$ cat src/core/fault_sup_pkg.sv
// shared constants and carrier types for the converter fault supervisor
package fault_sup_pkg;
   localparam int CLK_HZ            = 50_000_000;
   localparam int OUTPUT_OK_FLAG_DELAY_NS    = 1_060_000;
   localparam int SS_RAMP_NS        = 2_000_000;
   localparam int PG_FAULT_NS       = 2_000;
   localparam int UV_DELAY_NS       = 68_000;
   localparam int PG_DELAY_CYC      = (OUTPUT_OK_FLAG_DELAY_NS / 1000) * (CLK_HZ / 1_000_000);
   localparam int SS_RAMP_CYC       = (SS_RAMP_NS / 1000) * (CLK_HZ / 1_000_000);
   localparam int PG_FAULT_CYC      = (PG_FAULT_NS * (CLK_HZ / 1_000_000)) / 1000;
   localparam int UV_DELAY_CYC      = (UV_DELAY_NS * (CLK_HZ / 1_000_000)) / 1000;
   localparam int CNT_W             = 24;
   localparam int SYNC_W            = 8;

   // comparator results on the feedback node and inductor current, plus high-side on-time expiry, already decided by the analog side
   typedef struct packed {
      logic below_uv;        // below 80% of internal_reference_level
      logic above_ov;        // above 116%
      logic above_early;     // above 105%
      logic near_ref;        // within 50 mV below reference
      logic below_dis;       // below 90 mV
      logic neg_clamp;       // negative_current_clamp reached
      logic on_time_done;    // high-side on-time expired
      logic zero_current;    // zero inductor current seen
   } fb_cmp_t;

   typedef struct packed {
      logic hs_on;
      logic ls_on;
      logic hs_latch_off;
      logic ls_latch_off;
   } gate_cmd_t;
endpackage

$ cat src/core/buck_fault_supervisor.sv
// fault, output-ok and discharge sequencing for the step-down converter
`timescale 1ns/1ns
// Operation
// - output-ok rises 1.06 ms after both soft-start ramps complete
// - internal soft-start ramp lasts 2 ms
// - external soft-start done when feedback reaches reference minus 50 mV
// - feedback below 80% or above 116% latches output-ok low after 2 us
// - latched-low output-ok stays low until enable toggle or supply reset
// - output-ok low by default, full function only after soft-start
// - feedback below 80% for 68 us latches both drivers off
// - undervoltage detection inactive until soft-start completes
// - above 116%: high side latched off, low side on until negative clamp
// - at clamp: one high-side on-time, repeat until 68 us undervoltage
// - latched faults clear only by supply reset or enable toggle
// - undervoltage timer restarts from zero if output recovers
// - early overvoltage at 105% is non-latching, raises no fault
// - early overvoltage forces continuous mode with negative clamp active
// - discharge: switches off, discharge on until feedback below 90 mV
// - discharge on enable low, thermal trip, bias or input lockout
// - bias lockout shuts off and resumes without latching
// - input lockout stops switching, discharges soft-start, then restarts
// - thermal trip stops switching, discharges soft-start, restarts fresh
// - skip operation when mode strap selects it
// - forced continuous operation when mode strap selects it
// - skip mode turns low side off at zero inductor current
module buck_fault_supervisor
   import fault_sup_pkg::*;
#(
   parameter int PG_DELAY = PG_DELAY_CYC,
   parameter int SS_RAMP  = SS_RAMP_CYC
) (
   input  wire logic      sys_clk,
   input  wire logic      nrst,
   input  wire logic      enable,
   input  wire logic      bias_lockout,
   input  wire logic      input_lockout,
   input  wire logic      thermal_trip,
   input  wire logic      skip_mode_sel,
   input  wire fb_cmp_t   fb_cmp,
   output logic           output_ok_flag_o,
   output logic           output_ok_flag_oe_n,
   output gate_cmd_t      gate_cmd,
   output logic           discharge_on,
   output logic           ss_pin_discharge,
   output logic           forced_continuous_operation,
   output logic           undervoltage_trip,
   output logic           overvoltage_trip,
   output logic           early_overvoltage_guard
);
   fb_cmp_t fb_s;
   logic    run_ok;
   logic    fault_ff;
   logic    ss_int_done;
   logic    pg_qual_done;
   logic    pg_fault_done;
   logic    uv_done;
   logic    ok_latch_low_ff;
   logic    enable_d_ff;
   logic    bias_d_ff;
   logic    in_d_ff;
   logic    therm_d_ff;
   logic    dis_ff;
   logic    hs_pulse_ff;
   logic    ss_ext_done;
   logic    ss_done;

   sync_stage #(.W(SYNC_W)) u_sync (
      .sys_clk (sys_clk),
      .nrst    (nrst),
      .d       (fb_cmp),
      .q       (fb_s)
   );

   // run only while enabled and free of lockouts; a dropout restarts soft-start
   assign run_ok = enable && !bias_lockout && !input_lockout && !thermal_trip;

   delay_timer #(.W(CNT_W), .LEN(SS_RAMP)) u_ss (
      .sys_clk (sys_clk),
      .nrst    (nrst),
      .start   (run_ok),
      .done    (ss_int_done)
   );

   assign ss_ext_done = fb_s.near_ref;
   assign ss_done     = ss_int_done && ss_ext_done;

   delay_timer #(.W(CNT_W), .LEN(PG_DELAY)) u_pg (
      .sys_clk (sys_clk),
      .nrst    (nrst),
      .start   ((ss_done || pg_qual_done) && run_ok),
      .done    (pg_qual_done)
   );

   delay_timer #(.W(CNT_W), .LEN(PG_FAULT_CYC)) u_pgf (
      .sys_clk (sys_clk),
      .nrst    (nrst),
      .start   (pg_qual_done && (fb_s.below_uv || fb_s.above_ov)),
      .done    (pg_fault_done)
   );

   // uv timer gated by soft-start done; recovery clears it to zero
   delay_timer #(.W(CNT_W), .LEN(UV_DELAY_CYC)) u_uv (
      .sys_clk (sys_clk),
      .nrst    (nrst),
      .start   (ss_int_done && fb_s.below_uv),
      .done    (uv_done)
   );

   always_ff @(posedge sys_clk) begin
      if (!nrst) begin
         enable_d_ff <= 1'b0;
         bias_d_ff   <= 1'b1;
         in_d_ff     <= 1'b1;
         therm_d_ff  <= 1'b0;
      end else begin
         enable_d_ff <= enable;
         bias_d_ff   <= bias_lockout;
         in_d_ff     <= input_lockout;
         therm_d_ff  <= thermal_trip;
      end
   end

   // latched faults: only enable low (toggle) or reset clears them
   always_ff @(posedge sys_clk) begin
      if (!nrst || !enable) begin
         undervoltage_trip <= 1'b0;
         overvoltage_trip  <= 1'b0;
         fault_ff          <= 1'b0;
      end else begin
         if (uv_done) begin
            undervoltage_trip <= 1'b1;
            fault_ff          <= 1'b1;
         end
         if (ss_int_done && fb_s.above_ov) begin
            overvoltage_trip <= 1'b1;
         end
      end
   end

   always_ff @(posedge sys_clk) begin
      if (!nrst || !enable) begin
         ok_latch_low_ff <= 1'b0;
      end else if (pg_fault_done) begin
         ok_latch_low_ff <= 1'b1;
      end
   end

   // open-drain: oe_n low pulls the pin low; default pulled low
   always_ff @(posedge sys_clk) begin
      if (!nrst) begin
         output_ok_flag_o    <= 1'b0;
         output_ok_flag_oe_n <= 1'b0;
      end else begin
         output_ok_flag_o    <= 1'b0;
         output_ok_flag_oe_n <= pg_qual_done && !ok_latch_low_ff && run_ok && !fault_ff;
      end
   end

   // discharge mode entered on falling enable or any shutdown event
   always_ff @(posedge sys_clk) begin
      if (!nrst) begin
         dis_ff <= 1'b0;
      end else if ((enable_d_ff && !enable) || (!therm_d_ff && thermal_trip)
                   || (!bias_d_ff && bias_lockout) || (!in_d_ff && input_lockout)) begin
         dis_ff <= 1'b1;
      end else if (fb_s.below_dis || run_ok) begin
         dis_ff <= 1'b0;
      end
   end

   always_ff @(posedge sys_clk) begin
      if (!nrst) begin
         discharge_on     <= 1'b0;
         ss_pin_discharge <= 1'b1;
      end else begin
         discharge_on     <= dis_ff && !fb_s.below_dis;
         ss_pin_discharge <= !run_ok;
      end
   end

   // overvoltage pull-down: one high-side on-time after each clamp hit
   always_ff @(posedge sys_clk) begin
      if (!nrst || !overvoltage_trip) begin
         hs_pulse_ff <= 1'b0;
      end else if (fb_s.neg_clamp && !hs_pulse_ff) begin
         hs_pulse_ff <= 1'b1;
      end else if (fb_s.on_time_done) begin
         hs_pulse_ff <= 1'b0;
      end
   end

   always_ff @(posedge sys_clk) begin
      if (!nrst) begin
         early_overvoltage_guard     <= 1'b0;
         forced_continuous_operation <= 1'b0;
      end else begin
         early_overvoltage_guard     <= run_ok && fb_s.above_early;
         forced_continuous_operation <= !skip_mode_sel || fb_s.above_early;
      end
   end

   always_ff @(posedge sys_clk) begin
      if (!nrst) begin
         gate_cmd <= '{hs_on: 1'b0, ls_on: 1'b0, hs_latch_off: 1'b1, ls_latch_off: 1'b1};
      end else if (fault_ff || dis_ff || !run_ok) begin
         gate_cmd <= '{hs_on: 1'b0, ls_on: 1'b0, hs_latch_off: 1'b1, ls_latch_off: 1'b1};
      end else if (overvoltage_trip) begin
         gate_cmd <= '{hs_on: hs_pulse_ff, ls_on: !hs_pulse_ff && !fb_s.neg_clamp,
                       hs_latch_off: !hs_pulse_ff, ls_latch_off: 1'b0};
      end else begin
         // ls off at zero current only in skip mode without early overvoltage
         gate_cmd <= '{hs_on: 1'b0,
                       ls_on: !(skip_mode_sel && !fb_s.above_early && fb_s.zero_current)
                              && !fb_s.neg_clamp,
                       hs_latch_off: 1'b0, ls_latch_off: 1'b0};
      end
   end

   AST_PG_LOW_ON_FAULT: assert property (@(posedge sys_clk) disable iff (!nrst)
      ok_latch_low_ff |=> !output_ok_flag_oe_n) else $error("output ok not low after latch");
   AST_PG_DEFAULT_LOW: assert property (@(posedge sys_clk) disable iff (!nrst)
      !ss_int_done |=> !output_ok_flag_oe_n) else $error("output ok high before soft-start");
   AST_UV_LATCH: assert property (@(posedge sys_clk) disable iff (!nrst)
      (uv_done && enable) |=> undervoltage_trip) else $error("uv not latched");
   AST_UV_GATED: assert property (@(posedge sys_clk) disable iff (!nrst)
      !ss_int_done |=> !uv_done) else $error("uv active during soft-start");
   AST_UV_RESTART: assert property (@(posedge sys_clk) disable iff (!nrst)
      !fb_s.below_uv |=> !uv_done) else $error("uv timer not reset");
   AST_FAULT_HOLD: assert property (@(posedge sys_clk) disable iff (!nrst)
      (fault_ff && enable) |=> fault_ff) else $error("fault cleared without toggle");
   AST_LATCH_OFF: assert property (@(posedge sys_clk) disable iff (!nrst)
      fault_ff |=> gate_cmd.hs_latch_off && gate_cmd.ls_latch_off) else $error("drivers not off");
   AST_DIS_STOP: assert property (@(posedge sys_clk) disable iff (!nrst)
      fb_s.below_dis |=> !discharge_on) else $error("discharge on below 90 mV");
   AST_EARLY_NOLATCH: assert property (@(posedge sys_clk) disable iff (!nrst)
      early_overvoltage_guard |-> !fault_ff || uv_done || undervoltage_trip) else $error("early ov latched");
   AST_FORCED_CONTINUOUS_OPERATION_EARLY: assert property (@(posedge sys_clk) disable iff (!nrst)
      fb_s.above_early |=> forced_continuous_operation) else $error("early ov not continuous");
   COV_PG_UP: cover property (@(posedge sys_clk) disable iff (!nrst) $rose(output_ok_flag_oe_n));
   COV_UV_TRIP: cover property (@(posedge sys_clk) disable iff (!nrst) $rose(undervoltage_trip));
   COV_OV_PULSE: cover property (@(posedge sys_clk) disable iff (!nrst) $rose(hs_pulse_ff));
   COV_DISCHARGE: cover property (@(posedge sys_clk) disable iff (!nrst) $rose(discharge_on));
endmodule

$ cat src/core/delay_timer.sv
// qualification counter: done after LEN cycles of steady start, cleared on drop
`timescale 1ns/1ns
module delay_timer #(
   parameter int W   = 24,
   parameter int LEN = 100
) (
   input  wire logic sys_clk,
   input  wire logic nrst,
   input  wire logic start,
   output logic      done
);
   localparam logic [W-1:0] LAST = W'(LEN - 1);
   logic [W-1:0] cnt_ff;
   always_ff @(posedge sys_clk) begin
      if (!nrst || !start) begin
         cnt_ff <= '0;
         done   <= 1'b0;
      end else if (cnt_ff != LAST) begin
         cnt_ff <= cnt_ff + W'(1);
      end else begin
         done   <= 1'b1;
      end
   end
endmodule

$ cat src/core/sync_stage.sv
// two flip-flop synchroniser for a bundle of levels
`timescale 1ns/1ns
module sync_stage #(
   parameter int W = 8
) (
   input  wire logic         sys_clk,
   input  wire logic         nrst,
   input  wire logic [W-1:0] d,
   output logic      [W-1:0] q
);
   logic [W-1:0] meta_ff;
   always_ff @(posedge sys_clk) begin
      if (!nrst) begin
         meta_ff <= '0;
         q       <= '0;
      end else begin
         meta_ff <= d;
         q       <= meta_ff;
      end
   end
endmodule

$ cat config.mk
export PLATFORM = sky130hd
export DESIGN_NAME = buck_fault_supervisor
export DESIGN_NICKNAME = d
export VERILOG_FILES = /design/src/core/fault_sup_pkg.sv /design/src/core/buck_fault_supervisor.sv /design/src/core/delay_timer.sv /design/src/core/sync_stage.sv
export SDC_FILE = /design/constraint.sdc
export NUM_CORES = 1
export LEC_CHECK = 0
export ABC_AREA = 1
export BUFFER_PORTS_ARGS = -buffer_cell sky130_fd_sc_hd__buf_2
export CAP_MARGIN = 10
export CORE_AREA = 4 4 147 121
export CTS_CLUSTER_SIZE = 8
export DETAILED_ROUTE_END_ITERATION = 10
export DIE_AREA = 0 0 151 125
export GPL_TIMING_DRIVEN = 0
export MAX_ROUTING_LAYER = met4
export PLACE_DENSITY = 0.62
export SLEW_MARGIN = 40
export SYNTH_ARGS = -nofsm -noshare
export SYNTH_HDL_FRONTEND = slang
export SYNTH_SLANG_ARGS = --single-unit
$ cat constraint.sdc
create_clock -name sys_clk -period 4.8 [get_ports sys_clk]
set_clock_uncertainty 0.15 [all_clocks]
set_input_delay 0.72 -clock sys_clk [delete_from_list [all_inputs] [get_ports sys_clk]]
set_output_delay 0.72 -clock sys_clk [all_outputs]
set_load 0.01 [all_outputs]
==> impl_results.md, run 1 <==
- Status: complete, no violations
- Worst-path maximum fanout: 10
- Clock transition at path regs: 0.06 ns
- Critical path's top delay family: simple AND/OR/NAND/NOR gates
- P&R area growth vs syn: 14.9%
- Area after DPL: 6800 um^2
- N_diodes: 0
- PortBufs: 24
- Top cell by count, worst path: nor2_1
- Unique cell type count in the Yosys netlist: 38
- Worst-Skew Late Latency: between 0.4 and 0.5 ns
- RSZ-0062 raised after global routing: false
- Crit path capture type: flop
- WL per Instance: approximately 12 um
- Gr ovfl total: 0
- Post-synthesis sequential area ratio: 0.419
- Worst Max-Slew Pin Slew: around 0.56 ns
- Vias post-DR: 5759
- DRC: 0
- Max clock buf depth: 2
- Vias in the first global route: 5053
- P per Cell Area: 327 nW/um^2
- Cell count after synthesis: about 940
- CP max-delay cell: dfxtp_1
- Post-cts sizing count: 0
- IO Count: 27
- H-Tree Level Count: 4
- CP bufs+invs: 1
- Share of cells above drive strength 1: 0.0993
- Largest net degree at the start of global routing: 17
- Post-Route Utilization: 0.452
- Worst Hold Class: flop to flop
- Max_slew headroom: 0.627
- Core Region: 16300 um^2
- Post-synth EDFFs: 0
- # setup viols final: 0
- Fin area: 7360 um^2
- Prevailing post-synth register cell: dfxtp_1
- HPWL Detailed: 10.5 mm
- Setup TNS: 0 ns
- Total GRT Usage: 0.163
- Vias per cell: 4.73
- Min Clock Period, post-route: 1.85 ns
- Most frequent cells in the layout: nand2_1 (233), nor2_1 (178), dfxtp_1 (134)
- Max Fclk: 541 MHz
- Mean post-synth cell area: 6.80 um^2
- Net Count, Synth: 961
- Worst path required time: 4.96 ns
- Cell Chain, Critical Path: ha_1 > nand3_1 > nor2_1 > nand3_2 > buf_6 > a21oi_1 > nor2_1
- Setup crit start kind: flop
- Initial antenna violation count: 0
- Nets: around 1.0k
- Arrival time of the worst setup path: about 2.0 ns
- Slew Viols, Final: 0
- Yosys warning count: 0
- First-pass GRT wire length: ~24 mm
- Die H: between 100 and 150 um
- Fin crit share: 0.385
- Die area: about 19000 um^2
- Leakage power: about 2.7 nW
- Count of final hold-check violations: 0
- DRT antenna net count: 0
- Root buffer cell: clkbuf_16
- Hold_buf cts: 0
- Number of buffers created by CTS: 17
- Routability Congestion: 0.871
- Setup CP Type: flop to flop
- Max rail drop VDD: around 0.00026 V
- Routed wire length: 14.2 mm
- Max stage delay on crit path: 0.39 ns
- Iter 0 DRT Violations: 442
- Clock sink total: 134
- Initial Util: 0.393
- Max cap viols: 0
- Commonest non-fill, non-tap cell in the layout: nand2_1
- First drt pass iteration count: 5
- Asr flop ratio synth: 0
- Rows: 42
- Die Width: 151 um
- Post-Syn Area: 6400 um^2
- CTS tree: yes
- #FFs+latches synth: 134
- Postcts setup bufs: 0
- Fillers: 1704
[cell families after synthesis]
family	share of synthesized area
AND/OR/NAND/NOR	0.381
flip-flops	0.419
buffers and inverters	0.0844
AO/OA/AOI/OAI	0.0910
XOR/XNOR	0.0164
adder cells (fa/ha/maj)	0.00781
other	0.000585
[cell type report]
class | instances | area [um^2] | share of cell area
multi-input cells | 678 | 3180 | 0.432
flip-flops and latches | 134 | 2680 | 0.365
clock buffers | 22 | 454 | 0.0617
inverters | 118 | 447 | 0.0607
well taps | 220 | 275 | 0.0374
repair buffers | 24 | 120 | 0.0163
clock inverters | 9 | 104 | 0.0141
plain buffers | 12 | 93.8 | 0.0128
[final timing paths]
path         cells after the start                          end                        start  slack, ns
min reg2reg                      1     hs_pulse_ff$_SDFFE_PP0P_       u_sync.q[1]$_SDFF_PN0_       0.26
min                              1     hs_pulse_ff$_SDFFE_PP0P_       u_sync.q[1]$_SDFF_PN0_       0.26
max reg2reg                      7  u_ss.cnt_ff[4]$_SDFFE_PP0P_  u_ss.cnt_ff[0]$_SDFFE_PP0P_       2.95
max                              7  u_ss.cnt_ff[4]$_SDFFE_PP0P_  u_ss.cnt_ff[0]$_SDFFE_PP0P_       2.95
[Yosys cell counts (2+ instances only)]
library cell / number / area, um^2
nand2_1: 233 / 875
nor2_1: 178 / 668
dfxtp_1: 134 / 2680
inv_1: 111 / 417
a21oi_1: 75 / 375
nand3_1: 56 / 280
o21ai_0: 36 / 180
nand4_1: 21 / 131
nor3_1: 13 / 65.1
nor2_4: 10 / 113
xor2_1: 8 / 70.1
nand3b_1: 7 / 52.6
nand3_2: 6 / 60.1
buf_4: 5 / 37.5
inv_2: 5 / 18.8
nand2_2: 5 / 31.3
buf_6: 4 / 45.0
ha_1: 4 / 50.1
nor2_2: 4 / 25.0
xnor2_1: 4 / 35.0
nor3b_1: 3 / 22.5
clkbuf_1: 2 / 7.51
nor3_4: 2 / 32.5
or2_2: 2 / 12.5
[power by group]
part	total [W]	internal [W]	switching, W
combinational	0.0000340	0.0000124	0.0000216
clock	0.00125	0.000772	0.000475
sequential	0.00113	0.00112	0.00000366
total	0.00241	0.00191	0.000500
[layer usage]
metal / GRT usage / wire (um) / up-vias
li1: - / - / 3084
met1: 0.237 / 7560 / 2565
met2: 0.220 / 5830 / 97
met3: 0.0427 / 641 / 13
met4: 0.0512 / 146 / 0
met5: - / 0 / -
[metrics by stage]
stage / hold WS (ns) / setup WS [ns] / power (W) / cells
3_3_place_gp: 0.248 / 2.61 / 0.00119 / 1186
6_report: 0.264 / 2.95 / 0.00241 / 1217
2_1_floorplan: 0.237 / 3.07 / 0.00117 / 942
4_1_cts: 0.265 / 2.94 / 0.00244 / 1217
3_5_place_dp: 0.256 / 2.64 / 0.00119 / 1186
5_1_grt: 0.275 / 2.79 / 0.00249 / 1217
[registers in the layout, indices dropped and copies added, names as in the netlist, 4 cells and up]
register / cells
gate_cmd: 4
u_sync.meta_ff: 8
u_sync.q: 8
u_pgf.cnt_ff: 24
u_ss.cnt_ff: 24
u_uv.cnt_ff: 24
u_pg.cnt_ff: 24
Power figures use the tool's default switching activity.
==> run 2: changes to the inputs <==
ABC_AREA = 0   (was 1)
CORE_AREA = 4 4 140 115   (was 4 4 147 121)
DIE_AREA = 0 0 144 119   (was 0 0 151 125)
clock period = 1.8 ns   (was 4.8 ns; I/O delays follow)
==> run 2 against run 1 <==
The run now ends with negative setup slack left. Final cell count fell by 19%. Clock-buffer cell count did not move. Highest routed layer unchanged. Sequential power rose to 2.6 times the previous value. Fmax fell by 11%. Critical path type unchanged. Worst setup slack got worse by 3.2 ns.
==> impl_results.md, run 2 <==
- Worst hold path depth: 4 (+3)
- Arrival time of the worst setup path: 2.26 ns (+0.26 ns)
- Multi-input logic area: 3480 um^2 (+9.5%)
- Rows: 40 (-4.8%)
- Worst path required time: 2.00 ns (-2.96 ns)
- Uppermost layer routed: met4
- R2R Path End: u_ss.cnt_ff[22]$_SDFFE_PP0P_
- CTS tree: yes
- Hold_sp: enable
- RSZ-0062 raised after global routing: true
- Most frequent cells in the layout: dfxtp_1 (92), buf_4 (50), nand2_1 (46)
- Root buffer cell: clkbuf_16
- Clock sink total: 134 (unchanged)
- IO Count: 27 (unchanged)
- Die area: 17100 um^2 (-9.2%)
- Leakage power: 2.67 nW (-1.7%)
- Max Fclk: 484 MHz (-11%)
- Share of Yosys cell area claimed by the top area cell type: 0.462 (+0.0436)
- Vias in the first global route: 5161 (+2.1%)
- Unique cell type count in the Yosys netlist: 45 (+18%)
- Mean post-synth cell area: 8.63 um^2 (+27%)
- Crit path capture type: flop
- First-pass GRT wire length: 24.7 mm (+2.5%)
- Failing checks: negative setup slack
- Routed length on met2: 7.18 mm (+23%)
- Hold EP: dis_ff$_SDFFE_PN0P_
- Max rail drop VDD: 0.000913 V (+260%)
- Share of cells above drive strength 1: 0.343 (+0.244)
- Die H: 119 um (-4.8%)
- Area leader, netlist: dfxtp_1
- Setup crit start kind: flop
- Synth area leaders: dfxtp_1 (46%), a21oi_1 (5.2%), or4_1 (4.4%)
- Max cap viols: 0 (unchanged)
- Setup CP Type: flop to flop
- R2R depth: 6 (-1)
- Worst-Skew Late Latency: 0.42 ns (about the same)
- Reg area: 2790 um^2 (+3.9%)
- WL per Instance: 15.6 um (+34%)
- Post-Place Cells: 885 (-25%)
- Routed wire length: 15.3 mm (+8.3%)
- Max clock buf depth: 2 (unchanged)
- Number of buffers created by CTS: 17 (unchanged)
- Routed metal-1 wirelength: 7.33 mm (-3.0%)
- Yosys warning count: 0 (unchanged)
- Nets: 798 (-21%)
- # setup viols final: 38 (+38)
- Vias per cell: 5.57 (+18%)
- Worst R2R Setup Slack: -0.26 ns (-3.22 ns)
- Largest net degree at the start of global routing: 17 (unchanged)
- #FFs+latches synth: 134 (unchanged)
- Post-Syn Area: 5800 um^2 (-9.4%)
- H-Tree Level Count: 4 (unchanged)
- First drt pass iteration count: 8 (+3)
- N_diodes: 0 (unchanged)
- Gr ovfl total: 0 (unchanged)
- Met3 wire len: 582 um (-9.2%)
- Setup TNS: -4.54 ns (-4.54 ns)
- Reg2reg start: u_ss.cnt_ff[1]$_SDFFE_PP0P_
- Fillers: 1233 (-28%)
- Worst-path maximum fanout: 8 (-2)
- Routability Congestion: 0.841 (-3.3%)
- Total GRT Usage: 0.181 (+0.0181)
- Post-synth top cells: dfxtp_1 (134), a21oi_1 (60), nand2_1 (48), nor2_1 (42), o21ai_0 (40)
- Post-synth EDFFs: 0 (unchanged)
- Cell Count, Final, Fillers Out: 981 (-19%)
- Count of final hold-check violations: 0 (unchanged)
- Min Clock Period, post-route: 2.06 ns (+0.217 ns)
- Clock transition at path regs: 0.05 ns (about the same)
- Initial antenna violation count: 0 (unchanged)
- Max_slew headroom: 0.560 (-0.0667)
- Commonest non-fill, non-tap cell in the layout: dfxtp_1
- P&R area growth vs syn: 38.7%
- Core Region: 14800 um^2 (-9.4%)
- Die Width: 144 um (-4.6%)
- Worst Hold Class: input pin to flop
- Fin worst setup slack: -0.264 ns (-3.22 ns)
- Iter 0 DRT Violations: 441 (-0.23%)
- DRT antenna net count: 0 (unchanged)
- Asr flop ratio synth: 0 (unchanged)
- Prevailing post-synth register cell: dfxtp_1
- Post-synthesis sequential area ratio: 0.462 (+0.0436)
- Cell count after synthesis: 672 (-29%)
- Fin crit share: 1.15 (+0.762)
- Most frequent cell after synthesis: dfxtp_1
- Net Count, Synth: 691 (-28%)
- PortBufs: 24 (unchanged)
- Worst slack, placed: -0.738 ns (-3.38 ns)
- Slew Viols, Final: 0 (unchanged)
- Vias post-DR: 5464 (-5.1%)
- HPWL Detailed: 9.25 mm (-12%)
- P per Cell Area: 797 nW/um^2 (+140%)
- Status: finished, violations left
- Worst Max-Slew Pin Slew: 0.660 ns (+0.100 ns)
- DRC: 0 (unchanged)
- Initial Util: 0.393 (about the same)
## run 2: changes by cell type in the layout (fill, tap and decap cells not counted), sizes merged, moves of 14 or more
cell   previous run  this run
or4               0        34
nand3            62        36
nor2            192        43
a21oi            75        60
buf              34        89
nand2           239        48
and4              0        15
o31ai             0        21
and2              0        21
inv             117        24
nor4              1        15
or3               0        28
## run 2: where the power goes
group	leakage (nW)	internal, W	total, W	switching, W
clock	0.287	0.00209	0.00334	0.00124
combinational	1.28	0.0000511	0.0000978	0.0000467
sequential	1.11	0.00297	0.00298	0.0000119
## run 2: repair_timing
action / 4_1_cts / 5_1_grt
setup buffers: 54 / 14
endpoints found under the setup margin: 62 / 71
pin swaps: 24 / 37
hold buffers: 12 / 0
resized for setup: 82 / 110
gates cloned: 3 / 0
endpoints found under the hold margin: 12 / 0
## run 2: routing by layer
layer / global-route usage / vias up
met5: - / -
met4: 0.0612 / 0
met3: 0.0462 / 24
met2: 0.269 / 120
met1: 0.241 / 2607
li1: - / 2713
## run 2: critical path, cell delays in order (launching register included)
cell and delay (ns):
dfxtp_4 0.36, ha_4 0.13, nand4_1 0.13, or4_4 0.54, buf_8 0.15, or4_1 0.41, a21oi_1 0.14
## run 2: logic make-up (layout without fill, tap and decap cells)
logic type / Yosys count / count (layout) / share of synthesized area
AOI/OAI and AO/OA: 143 / 143 / 0.144
xor gates and xnor gates: 28 / 28 / 0.0423
adders and majority gates: 4 / 4 / 0.00863
buffers and inverters: 51 / 171 / 0.0339
DFF: 134 / 134 / 0.462
muxes: 4 / 4 / 0.00690
other: 1 / 1 / 0.000646
and+or+nand+nor: 307 / 307 / 0.301
## run 2: how the worst max path moves through the flow
stage / startpoint / to / slack, ns / cells past startpoint
6_report: u_ss.cnt_ff[1]$_SDFFE_PP0P_ / u_ss.cnt_ff[22]$_SDFFE_PP0P_ / -0.26 / 6
5_1_grt: u_ss.cnt_ff[1]$_SDFFE_PP0P_ / u_ss.cnt_ff[20]$_SDFFE_PP0P_ / -0.32 / 6
4_1_cts: u_ss.cnt_ff[0]$_SDFFE_PP0P_ / u_ss.cnt_ff[22]$_SDFFE_PP0P_ / -0.29 / 6
3_5_place_dp: nrst / gate_cmd[2]$_SDFF_PP0_ / -0.74 / 7
3_3_place_gp: nrst / gate_cmd[2]$_SDFF_PP0_ / -0.69 / 7
2_1_floorplan: u_ss.cnt_ff[1]$_SDFFE_PP0P_ / u_ss.cnt_ff[22]$_SDFFE_PP0P_ / -0.22 / 6
## run 2: final cells by class
type                    count  share of cell area
clock inverters            10              0.0129
well taps                 189              0.0294
flip-flops and latches    134               0.347
inverters                  24              0.0112
repair buffers             95              0.0905
clock buffers              22              0.0577
multi-input cells         487               0.433
plain buffers              20              0.0185
## run 2: metrics by stage
step	total power (W)	instance area [um^2]	utilization	hold WS, ns
2_1_floorplan	0.00311	5940	-	0.225
3_3_place_gp	0.00314	6290	0.426	0.242
3_5_place_dp	0.00314	6290	0.426	0.248
4_1_cts	0.00648	7570	0.513	0.0258
5_1_grt	0.00661	8040	0.545	0.0840
6_report	0.00641	8040	0.545	0.0452
